## src/hdl/spcsr_pkg.sv

```systemverilog
`default_nettype none

package spcsr_pkg;

    // Register byte offsets on the Avalon-MM slave
    localparam logic [3:0] ADDR_CTRL = 4'h0;
    localparam logic [3:0] ADDR_IRQ_MASK = 4'h4;
    localparam int ADDR_W = 4;
    localparam int DATA_W = 32;

    // Field positions in serial_port_control
    localparam int BIT_XFER_DONE = 7;
    localparam int BIT_WRITE_COLLISION = 6;
    localparam int BIT_MODE_FAULT = 5;
    localparam int BIT_RX_OVERRUN = 4;
    localparam int BIT_TX_BUSY = 3;
    localparam int BIT_SELECTED = 2;
    localparam int BIT_MASTER_EN = 1;
    localparam int BIT_PORT_EN = 0;

    // Sticky flags occupy bits 7..4; index 3 of the flag vector is bit 7
    localparam int FLAG_COUNT = 4;
    localparam int FLAG_LSB = 4;
    localparam int IDX_XFER_DONE = 3;
    localparam int IDX_WRITE_COLLISION = 2;
    localparam int IDX_MODE_FAULT = 1;
    localparam int IDX_RX_OVERRUN = 0;

    // Values after reset
    localparam logic [7:0] CTRL_RESET = 8'h00;
    localparam logic [FLAG_COUNT-1:0] FLAGS_RESET = 4'h0;
    localparam logic [FLAG_COUNT-1:0] MASK_RESET = 4'h0;
    localparam logic SLAVE_SELECT_N_RESET = 1'h1;
    localparam logic [DATA_W-1:0] READ_ZERO = 32'h0000_0000;

    // Latency of the pin synchroniser in clock cycles
    localparam int SYNC_STAGES = 2;

    // Status and strobes from the shift engine, same clock domain
    typedef struct packed {
        logic xfer_done;
        logic xfer_active;
        logic last_bit_shifted;
        logic data_write;
        logic rx_buf_full;
    } spcsr_evt_t;

    // Configuration handed to the shift engine
    typedef struct packed {
        logic port_enable;
        logic master_enable;
        logic slave_mode;
    } spcsr_cfg_t;

endpackage

`default_nettype wire

```

## src/hdl/spcsr_top.sv

```systemverilog
// Function
// - End of a transfer sets the done flag, bit 7; only software clears it.
// - An unmasked, set done flag raises the interrupt request.
// - Data write during a transfer sets collision flag, bit 6, interrupts.
// - Slave select low with master mode on sets fault flag, bit 5.
// - Last bit shifted while receive buffer full sets overrun flag, bit 4.
// - Busy bit 3 is high during master transfers, clears when they end.
// - Selected bit 2 reads the inverted slave select pin.
// - Bit 1 written one enables master mode, zero disables it.
// - With master enable zero the port works as a slave.
// - Bit 0 enables the port; zero disables it and stops all transfers; here zero only blocks flag events, busy and slave mode and is handed to the engine.
//
// Added by the designer: the register addresses and the Avalon-MM interface to the registers.
`default_nettype none

module spcsr_top (
    // Clock and reset
    input wire logic clk,
    input wire logic rst,
    // Avalon-MM slave
    input wire logic [spcsr_pkg::ADDR_W-1:0] avs_address,
    input wire logic avs_read,
    input wire logic avs_write,
    input wire logic [spcsr_pkg::DATA_W-1:0] avs_writedata,
    input wire logic [3:0] avs_byteenable,
    output logic [spcsr_pkg::DATA_W-1:0] avs_readdata,
    output logic avs_waitrequest,
    // Slave select pin
    input wire logic slave_select_n,
    // Shift engine
    input wire spcsr_pkg::spcsr_evt_t evt,
    output spcsr_pkg::spcsr_cfg_t cfg,
    // Interrupt
    output logic irq
);

    function automatic logic hit(
        input logic [spcsr_pkg::ADDR_W-1:0] addr,
        input logic [spcsr_pkg::ADDR_W-1:0] offset
    );
        hit = (addr == offset);
    endfunction

    logic slave_select_n_sync;
    logic [spcsr_pkg::FLAG_COUNT-1:0] flag_q;
    logic [spcsr_pkg::FLAG_COUNT-1:0] flag_set;
    logic [spcsr_pkg::FLAG_COUNT-1:0] flag_clr;
    logic [spcsr_pkg::FLAG_COUNT-1:0] mask_reg;
    logic tx_busy_reg;
    logic selected_reg;
    logic accept;
    logic wr_ctrl;
    logic wr_mask;
    logic [7:0] ctrl_view;
    spcsr_pkg::spcsr_cfg_t cfg_next;

    spcsr_sync #(
        .RESET_VAL(spcsr_pkg::SLAVE_SELECT_N_RESET)
    ) u_nss_sync (
        .clk(clk),
        .rst(rst),
        .d(slave_select_n),
        .q(slave_select_n_sync)
    );

    // Bus handshake: one wait cycle, then the access completes
    assign accept = (avs_read || avs_write) && !avs_waitrequest;
    assign wr_ctrl = accept && avs_write && avs_byteenable[0]
        && hit(avs_address, spcsr_pkg::ADDR_CTRL);
    assign wr_mask = accept && avs_write && avs_byteenable[0]
        && hit(avs_address, spcsr_pkg::ADDR_IRQ_MASK);

    always_ff @(posedge clk or posedge rst) begin
        if (rst) begin
            avs_waitrequest <= 1'h1;
        end else begin
            avs_waitrequest <= !((avs_read || avs_write) && avs_waitrequest);
        end
    end

    assign ctrl_view = {flag_q, tx_busy_reg, selected_reg,
        cfg.master_enable, cfg.port_enable};

    // Unmapped addresses read zero and ignore writes, yet still complete
    always_ff @(posedge clk or posedge rst) begin
        if (rst) begin
            avs_readdata <= spcsr_pkg::READ_ZERO;
        end else if (avs_read && avs_waitrequest) begin
            if (hit(avs_address, spcsr_pkg::ADDR_CTRL)) begin
                avs_readdata <= {24'h00_0000, ctrl_view};
            end else if (hit(avs_address, spcsr_pkg::ADDR_IRQ_MASK)) begin
                avs_readdata <= {24'h00_0000, mask_reg, 4'h0};
            end else begin
                avs_readdata <= spcsr_pkg::READ_ZERO;
            end
        end
    end

    // Control bits
    always_comb begin
        cfg_next = cfg;
        if (wr_ctrl) begin
            cfg_next.master_enable =
                avs_writedata[spcsr_pkg::BIT_MASTER_EN];
            cfg_next.port_enable = avs_writedata[spcsr_pkg::BIT_PORT_EN];
        end
        // Slave when the port is enabled and master is not chosen
        cfg_next.slave_mode =
            cfg_next.port_enable && !cfg_next.master_enable;
    end

    always_ff @(posedge clk or posedge rst) begin
        if (rst) begin
            cfg <= '0;
        end else begin
            cfg <= cfg_next;
        end
    end

    always_ff @(posedge clk or posedge rst) begin
        if (rst) begin
            mask_reg <= spcsr_pkg::MASK_RESET;
        end else if (wr_mask) begin
            mask_reg <= avs_writedata[7:spcsr_pkg::FLAG_LSB];
        end
    end

    // Flag events; a disabled port raises none
    always_comb begin
        flag_set[spcsr_pkg::IDX_XFER_DONE] =
            cfg.port_enable && evt.xfer_done;
        flag_set[spcsr_pkg::IDX_WRITE_COLLISION] = cfg.port_enable
            && evt.data_write && evt.xfer_active;
        flag_set[spcsr_pkg::IDX_MODE_FAULT] = cfg.port_enable
            && cfg.master_enable && !slave_select_n_sync;
        flag_set[spcsr_pkg::IDX_RX_OVERRUN] = cfg.port_enable
            && evt.last_bit_shifted && evt.rx_buf_full;
    end

    // Write one to clear
    assign flag_clr = wr_ctrl ? avs_writedata[7:spcsr_pkg::FLAG_LSB]
        : spcsr_pkg::FLAGS_RESET;

    spcsr_flags #(
        .N(spcsr_pkg::FLAG_COUNT)
    ) u_flags (
        .clk(clk),
        .rst(rst),
        .set(flag_set),
        .clr(flag_clr),
        .q(flag_q)
    );

    // Live status bits
    always_ff @(posedge clk or posedge rst) begin
        if (rst) begin
            tx_busy_reg <= 1'h0;
        end else begin
            tx_busy_reg <= cfg.port_enable && cfg.master_enable
                && evt.xfer_active;
        end
    end

    // Reads zero while the pin is high; reset leaves the pin image high
    always_ff @(posedge clk or posedge rst) begin
        if (rst) begin
            selected_reg <= 1'h0;
        end else begin
            selected_reg <= !slave_select_n_sync;
        end
    end

    // Level request until software clears the flag; one cycle behind it
    always_ff @(posedge clk or posedge rst) begin
        if (rst) begin
            irq <= 1'h0;
        end else begin
            irq <= |(flag_q & mask_reg);
        end
    end

    property p_done_sets;
        @(posedge clk) disable iff (rst)
        (cfg.port_enable && evt.xfer_done)
            |=> flag_q[spcsr_pkg::IDX_XFER_DONE];
    endproperty
    a_done_sets: assert property (p_done_sets)
        else $error("done flag not set after transfer end");

    property p_done_sticky;
        @(posedge clk) disable iff (rst)
        (flag_q[spcsr_pkg::IDX_XFER_DONE]
            && !(wr_ctrl && avs_writedata[spcsr_pkg::BIT_XFER_DONE]))
            |=> flag_q[spcsr_pkg::IDX_XFER_DONE];
    endproperty
    a_done_sticky: assert property (p_done_sticky)
        else $error("done flag dropped without software clear");

    property p_irq_raise;
        @(posedge clk) disable iff (rst)
        (flag_q[spcsr_pkg::IDX_XFER_DONE]
            && mask_reg[spcsr_pkg::IDX_XFER_DONE]) |=> irq;
    endproperty
    a_irq_raise: assert property (p_irq_raise)
        else $error("unmasked done flag gave no interrupt");

    property p_irq_cause;
        @(posedge clk) disable iff (rst)
        irq |-> $past(|(flag_q & mask_reg));
    endproperty
    a_irq_cause: assert property (p_irq_cause)
        else $error("interrupt without an unmasked flag");

    property p_collision;
        @(posedge clk) disable iff (rst)
        (cfg.port_enable && evt.data_write && evt.xfer_active)
            |=> flag_q[spcsr_pkg::IDX_WRITE_COLLISION];
    endproperty
    a_collision: assert property (p_collision)
        else $error("collision flag not set");

    property p_no_collision_idle;
        @(posedge clk) disable iff (rst)
        ($rose(flag_q[spcsr_pkg::IDX_WRITE_COLLISION]))
            |-> $past(evt.data_write && evt.xfer_active);
    endproperty
    a_no_collision_idle: assert property (p_no_collision_idle)
        else $error("collision flag set without a colliding write");

    property p_mode_fault;
        @(posedge clk) disable iff (rst)
        (cfg.port_enable && cfg.master_enable && !slave_select_n_sync)
            |=> flag_q[spcsr_pkg::IDX_MODE_FAULT];
    endproperty
    a_mode_fault: assert property (p_mode_fault)
        else $error("mode fault flag not set");

    property p_overrun;
        @(posedge clk) disable iff (rst)
        (cfg.port_enable && evt.last_bit_shifted && evt.rx_buf_full)
            |=> flag_q[spcsr_pkg::IDX_RX_OVERRUN];
    endproperty
    a_overrun: assert property (p_overrun)
        else $error("overrun flag not set");

    property p_busy_track;
        @(posedge clk) disable iff (rst)
        (cfg.port_enable && cfg.master_enable && evt.xfer_active)
            |=> tx_busy_reg;
    endproperty
    a_busy_track: assert property (p_busy_track)
        else $error("busy bit low during master transfer");

    property p_busy_end;
        @(posedge clk) disable iff (rst)
        !evt.xfer_active |=> !tx_busy_reg;
    endproperty
    a_busy_end: assert property (p_busy_end)
        else $error("busy bit stayed high after transfer end");

    property p_selected_low;
        @(posedge clk) disable iff (rst)
        (!slave_select_n) [*4] |-> selected_reg;
    endproperty
    a_selected_low: assert property (p_selected_low)
        else $error("selected bit clear while pin low");

    property p_selected_high;
        @(posedge clk) disable iff (rst)
        (slave_select_n) [*4] |-> !selected_reg;
    endproperty
    a_selected_high: assert property (p_selected_high)
        else $error("selected bit set while pin high");

    property p_master_write;
        @(posedge clk) disable iff (rst)
        wr_ctrl |=> (cfg.master_enable
            == $past(avs_writedata[spcsr_pkg::BIT_MASTER_EN]));
    endproperty
    a_master_write: assert property (p_master_write)
        else $error("master enable does not follow the write");

    property p_slave_mode;
        @(posedge clk) disable iff (rst)
        cfg.slave_mode == (cfg.port_enable && !cfg.master_enable);
    endproperty
    a_slave_mode: assert property (p_slave_mode)
        else $error("slave mode inconsistent with control bits");

    property p_disabled_quiet;
        @(posedge clk) disable iff (rst)
        (!cfg.port_enable && !wr_ctrl) [*2] |-> !tx_busy_reg;
    endproperty
    a_disabled_quiet: assert property (p_disabled_quiet)
        else $error("busy while port disabled");

    property p_reset_zero;
        @(posedge clk)
        $fell(rst) |-> (ctrl_view == spcsr_pkg::CTRL_RESET
            && mask_reg == spcsr_pkg::MASK_RESET && !irq);
    endproperty
    a_reset_zero: assert property (p_reset_zero)
        else $error("state not zero after reset");

    property p_bus_answer;
        @(posedge clk) disable iff (rst)
        ((avs_read || avs_write) && avs_waitrequest) |=> !avs_waitrequest;
    endproperty
    a_bus_answer: assert property (p_bus_answer)
        else $error("bus request not answered in one wait cycle");

endmodule

`default_nettype wire

```

## src/hdl/spcsr_sync.sv

```systemverilog
`default_nettype none

module spcsr_sync #(
    parameter logic RESET_VAL = 1'h0
) (
    // Clock and reset
    input wire logic clk,
    input wire logic rst,
    // Asynchronous level in, synchronised level out
    input wire logic d,
    output logic q
);

    logic meta_reg;

    // First stage feeds only the second stage
    always_ff @(posedge clk or posedge rst) begin
        if (rst) begin
            meta_reg <= RESET_VAL;
            q <= RESET_VAL;
        end else begin
            meta_reg <= d;
            q <= meta_reg;
        end
    end

endmodule

`default_nettype wire

```

## src/hdl/spcsr_flags.sv

```systemverilog
`default_nettype none

module spcsr_flags #(
    parameter int N = spcsr_pkg::FLAG_COUNT
) (
    // Clock and reset
    input wire logic clk,
    input wire logic rst,
    // Hardware set and software clear, one bit per flag
    input wire logic [N-1:0] set,
    input wire logic [N-1:0] clr,
    output logic [N-1:0] q
);

    genvar i;
    generate
        for (i = 0; i < N; i++) begin : g_flag
            // Set beats clear so an event in the clearing cycle survives
            always_ff @(posedge clk or posedge rst) begin
                if (rst) begin
                    q[i] <= 1'h0;
                end else if (set[i]) begin
                    q[i] <= 1'h1;
                end else if (clr[i]) begin
                    q[i] <= 1'h0;
                end
            end
        end
    endgenerate

endmodule

`default_nettype wire

```

## config.mk

```make
export PLATFORM = sky130hd
export DESIGN_NAME = spcsr_top
export DESIGN_NICKNAME = d
export VERILOG_FILES = /design/src/hdl/spcsr_pkg.sv /design/src/hdl/spcsr_top.sv /design/src/hdl/spcsr_sync.sv /design/src/hdl/spcsr_flags.sv
export SDC_FILE = /design/constraint.sdc
export NUM_CORES = 1
export LEC_CHECK = 0
export BUFFER_PORTS_ARGS = -buffer_cell sky130_fd_sc_hd__buf_2
export CORE_MARGIN = 10
export CORE_UTILIZATION = 43
export CTS_CLUSTER_SIZE = 20
export DETAILED_ROUTE_END_ITERATION = 12
export GPL_TIMING_DRIVEN = 0
export PLACE_DENSITY = 0.91
export REMOVE_ABC_BUFFERS = 1
export SKIP_LAST_GASP = 1
export SYNTH_ARGS = -nofsm -noshare
export SYNTH_HDL_FRONTEND = slang
export SYNTH_SLANG_ARGS = --single-unit
export TNS_END_PERCENT = 50
```

## constraint.sdc

```tcl
create_clock -name clk -period 2.2 [get_ports clk]
set_input_delay 0.22 -clock clk [delete_from_list [all_inputs] [get_ports clk]]
set_output_delay 0.22 -clock clk [all_outputs]
set_load 0.01 [all_outputs]
```

Word-level counts from Yosys, hierarchy flattened
Index checks and enable logic that the tools add are counted.

storage, ports and cells
  register bits = 49
  input bits = 50
  output and inout port bits = 37
  logic and storage cells = 56

cells by class
  equal/unequal tests = 1
  multiplexer cells = 12
  bitwise operators = 1
  reductions and logical operators = 27

operator list
  kind                                            number
  logical AND 1 bit                               16
  2-to-1 mux 8 bit                                2
  2-to-1 mux 1 bit                                8
  nonzero test 2 bit                              4
  AND 4 bit                                       1
  == test 4 x 3 -> 1 bit (second input constant)  1
  logical NOT 1 bit                               4
  logical NOT 4 bit                               1
  2-to-1 mux 4 bit                                1
  OR reduction 4 bit                              1
  2-to-1 mux 2 bit                                1
  logical OR 1 bit                                1

Longest topological paths before layout
  depth in word-level cells = 8
  depth in mapped cells = 5

Modules after synthesis
A second synthesis with hierarchy kept.

second synthesis, totals
  cells, all modules = 117
  area, all modules = 1283.7 um2

by module, submodules not included
  module       times used  cells an instance  area each (um2)  sequential area each (um2)
  spcsr_top    1           101                1078.5           476.7
  spcsr_flags  1           13                 148.9            100.1
  spcsr_sync   1           3                  56.3             52.6

Worst setup path after synthesis
OpenSTA, ideal clock, no wires.

  path type = input-to-reg
  start = input avs_address[2] (netlist bit)
  end = register u_flags.q[3]
  data arrival time = 1.614 ns
  slack = 0.460 ns
  stages on the path = 5
  buffers on the path = 2
  cell sequence = buf_6 > or4_4 > or3_1 > buf_2 > a221o_1

on the way
  cells in the longest elaborated chain, start to end = 4

ends and longest elaborated chain
  element                          line               source
  from (decl)                      spcsr_top.sv:21    input wire logic [spcsr_pkg::ADDR_W-1:0] avs_address,
  logical NOT 4 bit                spcsr_top.sv:41    hit = (addr == offset);
  logical AND 1 bit                spcsr_top.sv:69    && hit(avs_address, spcsr_pkg::ADDR_CTRL);
  2-to-1 mux 4 bit                 spcsr_top.sv:141   assign flag_clr = wr_ctrl ? avs_writedata[7:spcsr_pkg::FLAG_LSB]
  nonzero test 2 bit (no line)     -
  to (signal, indexed assignment)  spcsr_flags.sv:21  q[i] <= 1'h0;
  to (signal, indexed assignment)  spcsr_flags.sv:23  q[i] <= 1'h1;
  to (signal, indexed assignment)  spcsr_flags.sv:25  q[i] <= 1'h0;
  to (decl)                        spcsr_flags.sv:12  output logic [N-1:0] q

No other way between the ends.
A chain may end at the register's enable or synchronous reset.

Worst setup path in the final report
Same ends and word-level chain as after synthesis.

==> run metrics <==
Startpoint Class=input port; Clock Path Buffers=2; Hold Buf Count CTS=1; CTS root buffer=clkbuf_4; Power per Cell Area=about 680 nW/um2; setup violators final=0; number of global-route vias before repair=about 850; worst min path class=in -> reg; Critical Path Sink Type=flip-flop; CTS H-tree depth=1; syn_area_per_cell=11.2 um2; commonest non-fill, non-tap cells in the layout=buf_2 (33), conb_1 (24), dfrtp_1 (22); Netlist cell types=25; sequential fraction of the synthesis area=~51%; max-cap viol count=0; GRT overflow=0; Total GRT Usage=9.20%; Worst Path Arrival=1750 ps; GPL Wtd Cong=~0.73; Die W=about 73 um; met1 GRT Util=a little over a tenth; grt met3 use=roughly 4.8%; Final Hold Vio Count=0; first-pass GRT wire length=around 4.0 mm; # diodes=0; clock sink count=25; M2 GR Usage=13.5%; die area=5400 um2; largest area contributor in the netlist=dfrtp_1; CTS tree=built; Yosys warnings=0; Vias=843; max FFs per register=8; core area=between 2000 and 3000 um2; status=finished, final reports clean; crit path max fanout=7; most common cell after layout, fill and taps aside=buf_2; die height=approximately 73 um; leakage power=a little over 0.7 nW; Port Buffers=33; mapped cell area=1230 um2; area grow syn2layout=10.1%; router iterations before antenna repair=4; worst path required time=between 2000 and 2500 ps; post-route insts no fill=about 170; via/cell ratio=about 4.8; Slew Viols, Final=0; initial antenna violation count=0; Least-Margin Pin Slew=902 ps; peak supply drop=roughly 0.41 mV; Place WS=approximately 320 ps; nets=around 190; clock-pin slew on the worst setup and hold paths=between 100 and 150 ps; post-DP HPWL=between 2 and 2.5 mm; DR iter-0 viols=52; Final period util=around 70%; flops & latches, synth=25; PnR worst setup slack=approximately 670 ps; post-CTS resize count=0; share of post-route cells with drive strength above 1=approximately 34%; wire length per cell=roughly 14 um; RSZ-0062 raised after global routing=false; gr busiest metal=met2; critical path class=in -> reg; setup_tns=0 ps; post-CTS setup buffer count=0; Post-Syn Instances=110; Detailed Route WL=between 2 and 3 mm; skew final=roughly 4 ps; largest net degree at the start of global routing=26; Clk Latency, worst-skew pair=320 ps; Post-DRT Antenna Nets=0; Worst slew margin=around 40%; Initial Utilization=between 40 and 50%; Period minus WS final=about 1500 ps; Placed Cells=between 150 and 200; CTS buffer count=3; share of the synthesized area in the top cell type=44.8%; Synth area leaders=dfrtp_1 (45%), buf_4 (15%), dfstp_2 (6.4%); num rows=19; DRC Markers=0; io pins=87; FMAX=between 0.6 and 0.7 GHz
[critical path: stages]
cell	delay [ps]
buf_2	150
or4_4	560
or3_1	450
a221o_1	370
[power breakdown]
group	leakage [nW]	switching [mW]	internal (mW)
Combinational	0.380	0.0900	0.0711
Sequential	0.316	0.0416	0.511
Clock	0.0177	0.132	0.0681
Total	0.714	0.263	0.651
[stage by stage]
step / cell area (um2) / hold slack (ps) / total power [mW] / utilization, %
2_1_floorplan: 1110 / 224 / 0.651 / -
3_3_place_gp: 1320 / 326 / 0.715 / 48.1
3_5_place_dp: 1320 / 326 / 0.725 / 48.1
4_1_cts: 1350 / 33.5 / 0.926 / 49.5
5_1_grt: 1350 / 59.3 / 0.972 / 49.5
6_report: 1350 / 50.5 / 0.914 / 49.5
[worst paths after layout]
path | startpoint | cells past startpoint | slack (ps) | end
max | avs_address[2] | 4 | 670 | u_flags.q[3]
min | avs_write | 2 | 50 | avs_waitrequest
max reg2reg | avs_waitrequest | 2 | 760 | mask_reg[0]
min reg2reg | u_nss_sync.meta_reg | 0 | 370 | u_nss_sync.q
max in group asynchronous | rst | 2 | 1580 | avs_readdata[0]
min in group asynchronous | rst | 2 | 70 | cfg[2]
[cell families (layout without fill, tap and decap cells)]
| group | count (synthesis) | in the layout | share of synthesized area (%) |
|---|---|---|---|
| buf+inv | 31 | 41 | 17.5 |
| simple gates | 26 | 26 | 12.2 |
| flops | 25 | 25 | 51.2 |
| compound gates | 16 | 16 | 9.17 |
| mux | 11 | 11 | 9.57 |
| other cells | 1 | 24 | 0.305 |
[final cells by class]
cell class | instances | area, um2
timing repair buffer | 34 | 175
inverter | 3 | 11.3
clock buffer | 3 | 22.5
sequential | 25 | 629
tap | 31 | 38.8
multi-input combinational | 77 | 470
clock inverter | 1 | 5.00
fill | 268 | 1380
[synth_stat cells]
| cell | n |
|---|---|
| nand2b_1 | 2 |
| conb_1 | 1 |
| mux2_2 | 6 |
| o31ai_1 | 4 |
| a221o_1 | 1 |
| nand3_1 | 5 |
| a22oi_1 | 2 |
| inv_1 | 3 |
| a32o_1 | 2 |
| buf_6 | 1 |
| buf_4 | 24 |
| nand2_1 | 11 |
| or4b_1 | 2 |
| or4_4 | 1 |
| dfstp_2 | 3 |
| a21o_1 | 1 |
| clkbuf_1 | 2 |
| nor2b_1 | 1 |
| nor4b_2 | 1 |
| or3_1 | 2 |
| mux2i_1 | 5 |
| dfrtp_1 | 22 |
| o21ai_0 | 6 |
| buf_2 | 1 |
| and3_1 | 1 |
[metal layers]
metal	vias up	routed length (um)
li1	397	-
met1	395	959
met2	47	1110
met3	4	419
met4	0	27
met5	-	0
(Power assumes the default switching activity.)
